<file path="config.mk">
export PLATFORM = sky130hd
export DESIGN_NAME = tw_port
export DESIGN_NICKNAME = d
export VERILOG_FILES = /design/src/hdl/tw_port.v
export VERILOG_INCLUDE_DIRS = /design/src /design/src/shared
export SDC_FILE = /design/constraint.sdc
export NUM_CORES = 1
export LEC_CHECK = 0
export BUFFER_PORTS_ARGS = -buffer_cell sky130_fd_sc_hd__clkbuf_2
export CAP_MARGIN = 20
export CORE_AREA = 5 5 164 166
export DETAILED_ROUTE_END_ITERATION = 10
export DIE_AREA = 0 0 169 171
export MAX_ROUTING_LAYER = met4
export PLACE_DENSITY = 0.46
export REMOVE_ABC_BUFFERS = 1
export SKIP_CTS_REPAIR_TIMING = 1
export SYNTH_ARGS = -nofsm -noshare
export SYNTH_HDL_FRONTEND = slang
export SYNTH_SLANG_ARGS = --single-unit
</file>
<file path="constraint.sdc">
create_clock -name ref_clk -period 6 [get_ports ref_clk]
set_input_delay 0.9 -clock ref_clk [delete_from_list [all_inputs] [get_ports ref_clk]]
set_output_delay 0.9 -clock ref_clk [all_outputs]
set_load 0.1 [all_outputs]
</file>
<file path="src/shared/tw_port_consts.vh">
// register map, field positions, status codes and timing defaults of the two-wire port
`ifndef TW_PORT_CONSTS_VH
`define TW_PORT_CONSTS_VH
`define TW_OFF_OWN 8'h00
`define TW_OFF_CTL 8'h04
`define TW_OFF_DAT 8'h08
`define TW_OFF_STA 8'h0c
`define TW_OFF_SEL 8'h10
`define TW_OFF_IE 8'h14
`define TW_OFF_EVT 8'h18
`define TW_BC_CR2 7
`define TW_BC_BYTE_ENGINE_ENABLE 6
`define TW_BC_STA 5
`define TW_BC_STO 4
`define TW_BC_SI 3
`define TW_BC_AA 2
`define TW_BS_SDA 7
`define TW_BS_SCL 6
`define TW_BS_CLH 5
`define TW_BS_BB 4
`define TW_BS_RBF 3
`define TW_BS_WBF 2
`define TW_BS_STR 1
`define TW_BS_ENS 0
`define TW_IE_MASTER 7
`define TW_IE_BIT 1
`define TW_IE_BYTE 0
`define TW_QUARTER_BASE 13'h0020
`define TW_ST_IDLE 5'h1f
`define TW_ST_START 5'h01
`define TW_ST_RSTART 5'h02
`define TW_ST_MT_AACK 5'h03
`define TW_ST_MT_ANACK 5'h04
`define TW_ST_MT_DACK 5'h05
`define TW_ST_MT_DNACK 5'h06
`define TW_ST_ARB 5'h07
`define TW_ST_MR_AACK 5'h08
`define TW_ST_MR_ANACK 5'h09
`define TW_ST_MR_DACK 5'h0a
`define TW_ST_MR_DNACK 5'h0b
`define TW_ST_SR_AACK 5'h0c
`define TW_ST_SR_GACK 5'h0e
`define TW_ST_SR_DACK 5'h10
`define TW_ST_SR_DNACK 5'h11
`define TW_ST_SR_STOP 5'h14
`define TW_ST_ST_AACK 5'h15
`define TW_ST_ST_DACK 5'h17
`define TW_ST_ST_DNACK 5'h18
`endif

</file>
<file path="src/hdl/tw_port.v">
// dual-level two-wire serial port with apb register access
`include "tw_port_consts.vh"
`timescale 1ns/10ps
`default_nettype none
module tw_port #(
	parameter [12:0] QUARTER_BASE = `TW_QUARTER_BASE
)(
	input wire ref_clk,
	input wire rst,
	input wire psel,
	input wire penable,
	input wire pwrite,
	input wire [7:0] paddr,
	input wire [31:0] pwdata,
	output reg [31:0] prdata,
	output reg pready,
	output reg pslverr,
	input wire sda_i,
	output reg sda_o,
	output reg sda_oe_n,
	input wire scl_i,
	output reg scl_o,
	output reg scl_oe_n,
	output reg irq
);
	localparam S_IDLE = 3'd0;
	localparam S_MSTART = 3'd1;
	localparam S_MBIT = 3'd2;
	localparam S_WAIT = 3'd3;
	localparam S_MSTOP = 3'd4;
	localparam S_SBIT = 3'd5;

	// pin synchronisers; the extra stage gives a clean previous value for edges
	reg [1:0] sda_sync_r;
	reg [1:0] scl_sync_r;
	reg sda_q_r;
	reg scl_q_r;
	wire sda_s = sda_sync_r[1];
	wire scl_s = scl_sync_r[1];
	wire bus_start = scl_s & sda_q_r & ~sda_s;
	wire bus_stop = scl_s & ~sda_q_r & sda_s;
	wire scl_rise = scl_s & ~scl_q_r;
	wire scl_fall = ~scl_s & scl_q_r;

	always @(posedge ref_clk or posedge rst)
	begin
		if (rst)
		begin
			sda_sync_r <= 2'h3;
			scl_sync_r <= 2'h3;
			sda_q_r <= 1'b1;
			scl_q_r <= 1'b1;
		end
		else
		begin
			sda_sync_r <= {sda_sync_r[0], sda_i};
			scl_sync_r <= {scl_sync_r[0], scl_i};
			sda_q_r <= sda_s;
			scl_q_r <= scl_s;
		end
	end

	// apb: one wait state, writes and read side effects land on the completing edge
	wire acc = psel & penable;
	wire done = acc & pready;
	wire wr_en = done & pwrite;
	wire rd_en = done & ~pwrite;
	wire [7:0] wb = pwdata[7:0];
	reg sel_r;
	wire wr_own = wr_en & (paddr == `TW_OFF_OWN);
	wire wr_bctl = wr_en & sel_r & (paddr == `TW_OFF_CTL);
	wire wr_bdat = wr_en & sel_r & (paddr == `TW_OFF_DAT);
	wire wr_scs = wr_en & ~sel_r & (paddr == `TW_OFF_CTL);
	wire wr_sbd = wr_en & ~sel_r & (paddr == `TW_OFF_DAT);
	wire rd_sbd = rd_en & ~sel_r & (paddr == `TW_OFF_DAT);
	wire wr_sint = wr_en & ~sel_r & (paddr == `TW_OFF_STA);

	// byte engine state
	reg [7:0] own_addr_r;
	reg [2:0] cr_r;
	reg byte_engine_enable_r;
	reg sta_r;
	reg sto_r;
	reg si_r;
	reg aa_r;
	reg [7:0] shift_r;
	reg [4:0] stat_r;
	reg [2:0] bst_r;
	reg master_r;
	reg rs_r;
	reg tx_r;
	reg adr_ph_r;
	reg ack_r;
	reg [3:0] bcnt_r;
	reg [1:0] ph_r;
	reg [12:0] qcnt_r;
	reg bsda_r;
	reg bscl_r;
	// bit engine state
	reg sdo_r;
	reg sco_r;
	reg clh_r;
	reg str_r;
	reg ens_r;
	reg bb_r;
	reg rbf_r;
	reg wbf_r;
	reg bsi_r;
	reg wr_pend_r;

	// wider rate codes divide further; the shift stays inside thirteen bits by default
	wire [12:0] qlen = QUARTER_BASE << cr_r;
	wire stall = (ph_r == 2'h2) & ~scl_s;
	wire tick = (qcnt_r == qlen - 13'h0001) & ~stall;
	wire txing = adr_ph_r | tx_r;
	wire own_hit = (shift_r[7:1] == own_addr_r[7:1]);
	wire gc_hit = own_addr_r[0] & (shift_r == 8'h00);

	always @(posedge ref_clk or posedge rst)
	begin
		if (rst)
		begin
			cr_r <= 3'h0;
			byte_engine_enable_r <= 1'b0;
			sta_r <= 1'b0;
			sto_r <= 1'b0;
			si_r <= 1'b0;
			aa_r <= 1'b0;
			shift_r <= 8'h00;
			stat_r <= `TW_ST_IDLE;
			bst_r <= S_IDLE;
			master_r <= 1'b0;
			rs_r <= 1'b0;
			tx_r <= 1'b0;
			adr_ph_r <= 1'b0;
			ack_r <= 1'b0;
			bcnt_r <= 4'h0;
			ph_r <= 2'h0;
			qcnt_r <= 13'h0;
			bsda_r <= 1'b0;
			bscl_r <= 1'b0;
		end
		else
		begin
			if (wr_bctl)
			begin
				cr_r <= {wb[`TW_BC_CR2], wb[1:0]};
				byte_engine_enable_r <= wb[`TW_BC_BYTE_ENGINE_ENABLE];
				sta_r <= wb[`TW_BC_STA];
				sto_r <= wb[`TW_BC_STO];
				aa_r <= wb[`TW_BC_AA];
				if (!wb[`TW_BC_SI])
					si_r <= 1'b0;
			end
			if (wr_bdat)
				shift_r <= wb;
			qcnt_r <= (tick | stall) ? 13'h0 : qcnt_r + 13'h0001;
			if (!byte_engine_enable_r)
			begin
				bst_r <= S_IDLE;
				bsda_r <= 1'b0;
				bscl_r <= 1'b0;
				master_r <= 1'b0;
			end
			else
			begin
				case (bst_r)
					S_IDLE:
					begin
						bsda_r <= 1'b0;
						bscl_r <= 1'b0;
						qcnt_r <= 13'h0;
						ph_r <= 2'h0;
						if (sta_r & ~bb_r)
						begin
							bst_r <= S_MSTART;
							master_r <= 1'b1;
							rs_r <= 1'b0;
						end
						else if (bus_start)
						begin
							bst_r <= S_SBIT;
							master_r <= 1'b0;
							adr_ph_r <= 1'b1;
							tx_r <= 1'b0;
							bcnt_r <= 4'h0;
						end
					end
					S_MSTART:
						if (tick)
						begin
							ph_r <= ph_r + 2'h1;
							case (ph_r)
								2'h0: bsda_r <= 1'b0;
								2'h1: bscl_r <= 1'b0;
								2'h2: bsda_r <= 1'b1;
								default:
								begin
									bscl_r <= 1'b1;
									si_r <= 1'b1;
									stat_r <= rs_r ? `TW_ST_RSTART : `TW_ST_START;
									adr_ph_r <= 1'b1;
									bst_r <= S_WAIT;
								end
							endcase
						end
					S_MBIT:
						if (tick)
						begin
							ph_r <= ph_r + 2'h1;
							case (ph_r)
								2'h0:
									if (bcnt_r == 4'h8)
										bsda_r <= ~txing & aa_r;
									else
										bsda_r <= txing & ~shift_r[7];
								2'h1: bscl_r <= 1'b0;
								2'h2:
									if (bcnt_r == 4'h8)
										ack_r <= ~sda_s;
									else if (txing & ~bsda_r & ~sda_s)
									begin
										// another master pulled low while we sent a one
										bst_r <= S_IDLE;
										si_r <= 1'b1;
										stat_r <= `TW_ST_ARB;
									end
									else
										shift_r <= {shift_r[6:0], sda_s};
								default:
								begin
									bscl_r <= 1'b1;
									if (bcnt_r == 4'h8)
									begin
										si_r <= 1'b1;
										bst_r <= S_WAIT;
										adr_ph_r <= 1'b0;
										if (adr_ph_r)
										begin
											tx_r <= ~shift_r[0];
											if (shift_r[0])
												stat_r <= ack_r ? `TW_ST_MR_AACK : `TW_ST_MR_ANACK;
											else
												stat_r <= ack_r ? `TW_ST_MT_AACK : `TW_ST_MT_ANACK;
										end
										else if (tx_r)
											stat_r <= ack_r ? `TW_ST_MT_DACK : `TW_ST_MT_DNACK;
										else
											stat_r <= aa_r ? `TW_ST_MR_DACK : `TW_ST_MR_DNACK;
									end
									else
										bcnt_r <= bcnt_r + 4'h1;
								end
							endcase
						end
					S_WAIT:
					begin
						// clock held low while software owns the byte
						bscl_r <= 1'b1;
						qcnt_r <= 13'h0;
						ph_r <= 2'h0;
						bcnt_r <= 4'h0;
						if (!si_r)
						begin
							if (master_r)
							begin
								if (sto_r)
									bst_r <= S_MSTOP;
								else if (sta_r)
								begin
									bst_r <= S_MSTART;
									rs_r <= 1'b1;
								end
								else
									bst_r <= S_MBIT;
							end
							else
							begin
								bst_r <= S_SBIT;
								bscl_r <= 1'b0;
								bsda_r <= tx_r & ~shift_r[7];
							end
						end
					end
					S_MSTOP:
						if (tick)
						begin
							ph_r <= ph_r + 2'h1;
							case (ph_r)
								2'h0: bsda_r <= 1'b1;
								2'h1: bscl_r <= 1'b0;
								2'h2: bsda_r <= 1'b0;
								default:
								begin
									sto_r <= 1'b0;
									sta_r <= 1'b0;
									stat_r <= `TW_ST_IDLE;
									bst_r <= S_IDLE;
								end
							endcase
						end
					S_SBIT:
						if (bus_stop)
						begin
							bst_r <= S_IDLE;
							bsda_r <= 1'b0;
							stat_r <= `TW_ST_IDLE;
							if (~adr_ph_r & ~tx_r)
							begin
								si_r <= 1'b1;
								stat_r <= `TW_ST_SR_STOP;
							end
						end
						else if (bus_start)
						begin
							adr_ph_r <= 1'b1;
							tx_r <= 1'b0;
							bcnt_r <= 4'h0;
							bsda_r <= 1'b0;
						end
						else if (scl_rise)
						begin
							if (bcnt_r == 4'h8)
								ack_r <= ~sda_s;
							else
								shift_r <= {shift_r[6:0], sda_s};
						end
						else if (scl_fall)
						begin
							if (bcnt_r == 4'h7)
							begin
								bcnt_r <= 4'h8;
								if (adr_ph_r)
								begin
									if ((own_hit | gc_hit) & aa_r)
									begin
										bsda_r <= 1'b1;
										tx_r <= shift_r[0] & ~gc_hit;
									end
									else
										bst_r <= S_IDLE;
								end
								else
									bsda_r <= ~tx_r & aa_r;
							end
							else if (bcnt_r == 4'h8)
							begin
								si_r <= 1'b1;
								bscl_r <= 1'b1;
								bsda_r <= 1'b0;
								bst_r <= S_WAIT;
								adr_ph_r <= 1'b0;
								if (adr_ph_r)
									stat_r <= tx_r ? `TW_ST_ST_AACK :
										(gc_hit ? `TW_ST_SR_GACK : `TW_ST_SR_AACK);
								else if (tx_r)
									stat_r <= ack_r ? `TW_ST_ST_DACK : `TW_ST_ST_DNACK;
								else
									stat_r <= aa_r ? `TW_ST_SR_DACK : `TW_ST_SR_DNACK;
							end
							else
							begin
								bcnt_r <= bcnt_r + 4'h1;
								bsda_r <= tx_r & ~shift_r[7];
							end
						end
					default:
						bst_r <= S_IDLE;
				endcase
			end
		end
	end

	// bit engine; flags set by the bus win over a software clear in the same cycle
	wire stretch = str_r & ens_r & (rbf_r | wbf_r);
	always @(posedge ref_clk or posedge rst)
	begin
		if (rst)
		begin
			sdo_r <= 1'b1;
			sco_r <= 1'b1;
			clh_r <= 1'b0;
			str_r <= 1'b0;
			ens_r <= 1'b0;
			bb_r <= 1'b0;
			rbf_r <= 1'b0;
			wbf_r <= 1'b0;
			bsi_r <= 1'b0;
			wr_pend_r <= 1'b0;
		end
		else
		begin
			if (bus_start)
				bb_r <= 1'b1;
			else if (bus_stop)
				bb_r <= 1'b0;
			if (wr_scs)
			begin
				sdo_r <= wb[`TW_BS_SDA];
				sco_r <= wb[`TW_BS_SCL];
				str_r <= wb[`TW_BS_STR];
				ens_r <= wb[`TW_BS_ENS];
			end
			if (ens_r & scl_rise)
				clh_r <= 1'b1;
			else if (wr_scs)
				clh_r <= wb[`TW_BS_CLH];
			if (wr_sint & ~wb[0])
				bsi_r <= 1'b0;
			if (rd_sbd | wr_sbd)
			begin
				rbf_r <= 1'b0;
				wbf_r <= 1'b0;
			end
			if (ens_r & scl_fall)
			begin
				wr_pend_r <= 1'b0;
				bsi_r <= 1'b1;
				if (wr_pend_r)
					wbf_r <= 1'b1;
				else
					rbf_r <= 1'b1;
			end
			if (wr_sbd)
			begin
				sdo_r <= wb[0];
				wr_pend_r <= 1'b1;
			end
		end
	end

	// register file, interrupt status and pin drivers
	reg byte_ie_r;
	reg bit_ie_r;
	reg master_ie_r;
	reg [1:0] evt_r;
	reg si_q_r;
	reg bsi_q_r;
	reg [7:0] rd_val;
	reg hit;
	wire [1:0] evt_set = {bsi_r & ~bsi_q_r, si_r & ~si_q_r};

	always @*
	begin
		hit = 1'b1;
		rd_val = 8'h00;
		case (paddr)
			`TW_OFF_OWN: rd_val = own_addr_r;
			`TW_OFF_CTL:
				if (sel_r)
					rd_val = {cr_r[2], byte_engine_enable_r, sta_r, sto_r, si_r, aa_r, cr_r[1:0]};
				else
					rd_val = {sda_s, scl_s, clh_r, bb_r, rbf_r, wbf_r, str_r, ens_r};
			`TW_OFF_DAT: rd_val = sel_r ? shift_r : {7'h00, sda_s};
			`TW_OFF_STA: rd_val = sel_r ? {stat_r, 3'h0} : {7'h00, bsi_r};
			`TW_OFF_SEL: rd_val = {7'h00, sel_r};
			`TW_OFF_IE: rd_val = {master_ie_r, 5'h00, bit_ie_r, byte_ie_r};
			`TW_OFF_EVT: rd_val = {6'h00, evt_r};
			default: hit = 1'b0;
		endcase
	end

	always @(posedge ref_clk or posedge rst)
	begin
		if (rst)
		begin
			prdata <= 32'h0000_0000;
			pready <= 1'b0;
			pslverr <= 1'b0;
			own_addr_r <= 8'h00;
			sel_r <= 1'b0;
			byte_ie_r <= 1'b0;
			bit_ie_r <= 1'b0;
			master_ie_r <= 1'b0;
			evt_r <= 2'h0;
			si_q_r <= 1'b0;
			bsi_q_r <= 1'b0;
			irq <= 1'b0;
			sda_o <= 1'b0;
			sda_oe_n <= 1'b1;
			scl_o <= 1'b0;
			scl_oe_n <= 1'b1;
		end
		else
		begin
			pready <= acc & ~pready;
			pslverr <= acc & ~pready & ~hit;
			if (acc & ~pready)
				prdata <= pwrite ? 32'h0000_0000 : {24'h000000, rd_val};
			if (wr_own)
				own_addr_r <= wb;
			if (wr_en & (paddr == `TW_OFF_SEL))
				sel_r <= wb[0];
			if (wr_en & (paddr == `TW_OFF_IE))
			begin
				master_ie_r <= wb[`TW_IE_MASTER];
				bit_ie_r <= wb[`TW_IE_BIT];
				byte_ie_r <= wb[`TW_IE_BYTE];
			end
			si_q_r <= si_r;
			bsi_q_r <= bsi_r;
			if (wr_en & (paddr == `TW_OFF_EVT))
				evt_r <= (evt_r & ~wb[1:0]) | evt_set;
			else
				evt_r <= evt_r | evt_set;
			irq <= master_ie_r & |(evt_r & {bit_ie_r, byte_ie_r});
			sda_o <= 1'b0;
			scl_o <= 1'b0;
			// only the selected engine, and only when enabled, may pull a line
			if (sel_r)
			begin
				sda_oe_n <= ~(byte_engine_enable_r & bsda_r);
				scl_oe_n <= ~(byte_engine_enable_r & bscl_r);
			end
			else
			begin
				sda_oe_n <= ~(ens_r & ~sdo_r);
				scl_oe_n <= ~(ens_r & (~sco_r | stretch));
			end
		end
	end
endmodule // tw_port
`default_nettype wire

</file>
==> impl_metrics.json <==
{
  "status": "finished clean",
  "crit_start": "cr_r[2]$_DFFE_PP0N_",
  "antennaDiodeCount": 0,
  "grt_max_degree": 53,
  "ys.flop_type": "dfrtp_1",
  "p_leak_nw": 2.798,
  "coreArea_sq_um": 25470,
  "cp-end-kind": "flop",
  "ys_seq_elements": 95,
  "dpl-instance-area_sq_um": 6506,
  "dieArea_sq_um": 28900,
  "hpwl_um": 12660,
  "ant_nets": 0,
  "wl_um": 17700,
  "final_cell_area_sq_um": 6845,
  "drive_gt1_frac": 0.1599,
  "dp_slack_ps": 2393,
  "drt_first_pass_iters": 6,
  "switching_power_mw": 0.4057,
  "hp-class": "reg2reg",
  "min_from": "sda_sync_r[0]$_DFF_PP1_",
  "whs_path_depth": 0,
  "pwr-share-seq": 0.453,
  "nets": 771,
  "floorplan.initialDensity": 0.2424,
  "critPathLaunchType": "flop",
  "grt_pass1_vias": 4915,
  "hold_violations": 0,
  "grt_antenna_before_repair": 0,
  "synthArstFlopShare": 1.000,
  "grt_pass1_wl_um": 28240,
  "tightest_slew_ps": 1036,
  "gp_congestion": 0.8414,
  "synth_edf_count": 0,
  "overflow": 0,
  "placed_cells": 1037,
  "drv_cap": 0,
  "ff2ff_path_depth": 9,
  "final_cells": 1054,
  "synth_cells": 700,
  "skew_ps": 9.466,
  "avgSynthCellArea_sq_um": 8.821,
  "cts_made_buffers": 9,
  "period_minus_slack_ps": 3643,
  "max_clock_freq_ghz": 0.2745,
  "cts_root_buf": "clkbuf_16",
  "clk_pin_slew_ps": 70,
  "p_int_mw": 1.038,
  "critical_path_class": "reg2reg",
  "synth_cell_types": 78,
  "period_share": 0.6072,
  "ir_drop_uv": 176.4,
  "gr-usage-all-layers": 0.1267,
  "final_core_util": 0.2688,
  "clkSinkCount": 95,
  "dieWidth_um": 169,
  "power_mw": 1.444,
  "worst_ep_required_time_ps": 6290,
  "vias_per_cell": 4.866,
  "fin_hold_ws_ps": 357.2,
  "worstPathArrival_ps": 3930,
  "r2r-start": "cr_r[2]$_DFFE_PP0N_",
  "clk_path_buf_depth": 2,
  "htreeDepth": 3,
  "io_pins": 86,
  "setup_slack_ps": 2357,
  "dieHeight_um": 171,
  "rows": 59,
  "finalSetupTns_ps": 0,
  "crit_path_max_fanout": 11,
  "clkPwrFrac": 0.456,
  "p_sw_frac": 0.2809,
  "clock_latency_ps": 360,
  "drc_errors": 0,
  "reg2reg_to": "stat_r[2]$_DFFE_PP1P_",
  "io_buffers": 35,
  "slew_headroom": 0.3034,
  "yosysWarningCount": 0,
  "ys_seq_area_frac": 0.3880,
  "final-setup-viol-count": 0,
  "rsz0062_at_grt": "false",
  "synthToLayoutAreaGrowth_pct": 10.86,
  "route.vias.total": 5129,
  "powerDensity_nw_per_um2": 211.0,
  "combinationalPowerShare": 0.091,
  "routedWlPerCell_um": 16.80,
  "cts_tree": "built",
  "drtIter0Drc": 317,
  "syn_area_sq_um": 6175,
  "holdPathEnd": "sda_sync_r[1]$_DFF_PP1_",
  "r2r_slack_ps": 2360,
  "maxSlewViolCount": 0
}
==> state kept, by name, indices dropped and copies added, names as in the netlist, 2 cells and up <==
register	flops
shift_r	8
scl_sync_r	2
evt_r	2
prdata	8
bcnt_r	4
own_addr_r	8
bst_r	3
cr_r	3
sda_sync_r	2
ph_r	2
stat_r	5
qcnt_r	13
==> routing by layer <==
layer | share of wire | track usage | up-vias | wire length [um]
li1 | - | - | 2481 | -
met1 | 0.48 | 0.1736 | 2476 | 8545
met2 | 0.44 | 0.1886 | 149 | 7825
met3 | 0.054 | 0.02750 | 23 | 960
met4 | 0.021 | 0.03745 | 0 | 370
met5 | 0 | - | - | 0
==> how the worst max path moves through the flow <==
stage	to	slack, ps	depth (start not counted)
6_report	stat_r[2]$_DFFE_PP1P_	2360	9
2_1_floorplan	aa_r$_DFFE_PP0N_	2650	1
3_3_place_gp	stat_r[3]$_DFFE_PP1P_	2370	9
3_5_place_dp	stat_r[3]$_DFFE_PP1P_	2390	9
4_1_cts	stat_r[2]$_DFFE_PP1P_	2360	9
5_1_grt	stat_r[3]$_DFFE_PP1P_	2160	9
==> logic make-up after synthesis <==
logic type      after synthesis  synth area share
compound gates              170            0.1765
xor+xnor                     25           0.03546
fa+ha+maj                    10           0.02026
buf+inv                      85           0.07822
flops                        95            0.3880
mux                          53           0.09139
other cells                   1         0.0006073
simple gates                261            0.2095
==> power by group through the flow <==
| stage | clock, mW | sequential, mW | combinational (mW) |
|---|---|---|---|
| 2_1_floorplan | 0 | 0.671 | 0.0963 |
| 3_3_place_gp | 0 | 0.666 | 0.133 |
| 3_5_place_dp | 0 | 0.666 | 0.133 |
| 4_1_cts | 0.685 | 0.654 | 0.133 |
| 5_1_grt | 0.712 | 0.655 | 0.140 |
| 6_report | 0.658 | 0.654 | 0.132 |
==> critical path, stage by stage, from the launching register on <==
cell	delay, ps
dfrtp_1	520
or3_1	420
ha_1	320
xnor2_1	140
or4_1	470
a211oi_1	220
o2111ai_1	400
nor2_1	460
o21ai_1	290
mux2_2	340
==> cell usage in the layout, fill, tap and decap left out, types with 6 or more instances in the layout <==
| master | instances |
|---|---|
| nor2_1 | 67 |
| o21ai_0 | 55 |
| clkbuf_2 | 35 |
| nand2b_1 | 13 |
| mux2_2 | 27 |
| xor2_1 | 13 |
| clkbuf_16 | 9 |
| a22o_1 | 6 |
| and3_1 | 6 |
| dfrtp_1 | 80 |
| a22oi_1 | 11 |
| dfstp_2 | 15 |
| nand2_1 | 76 |
| nor2b_1 | 10 |
| nand3b_1 | 7 |
| a31oi_1 | 11 |
| buf_4 | 6 |
| a21oi_1 | 35 |
| xnor2_1 | 12 |
| mux2i_1 | 26 |
| nand3_1 | 15 |
| ha_1 | 10 |
| conb_1 | 26 |
| nor3_1 | 21 |
| inv_1 | 20 |
| nand4_1 | 10 |
==> cells in the mapped netlist, types with 11 or more instances <==
| cell | number | area (sq um) |
|---|---|---|
| dfrtp_1 | 80 | 2002 |
| nand2_1 | 76 | 285.3 |
| nor2_1 | 67 | 251.5 |
| o21ai_0 | 55 | 275.3 |
| a21oi_1 | 35 | 175.2 |
| buf_4 | 28 | 210.2 |
| mux2_2 | 27 | 304.0 |
| mux2i_1 | 26 | 260.3 |
| clkbuf_1 | 24 | 90.09 |
| inv_1 | 21 | 78.83 |
| nor3_1 | 21 | 105.1 |
| dfstp_2 | 15 | 394.1 |
| nand3_1 | 15 | 75.07 |
| nand2b_1 | 13 | 81.33 |
| xor2_1 | 13 | 113.9 |
| xnor2_1 | 12 | 105.1 |
| a22oi_1 | 11 | 82.58 |
| a31oi_1 | 11 | 68.82 |
==> final cells by class <==
cell class | instances | area (sq um)
flip-flops and latches | 95 | 2396
clock inverters | 7 | 108.9
fillers | 2737 | 18620
multi-input cells | 545 | 3390
inverters | 21 | 81.33
well taps | 335 | 419.2
clock buffers | 9 | 225.2
repair buffers | 42 | 225.2
(Power assumes the default switching activity.)
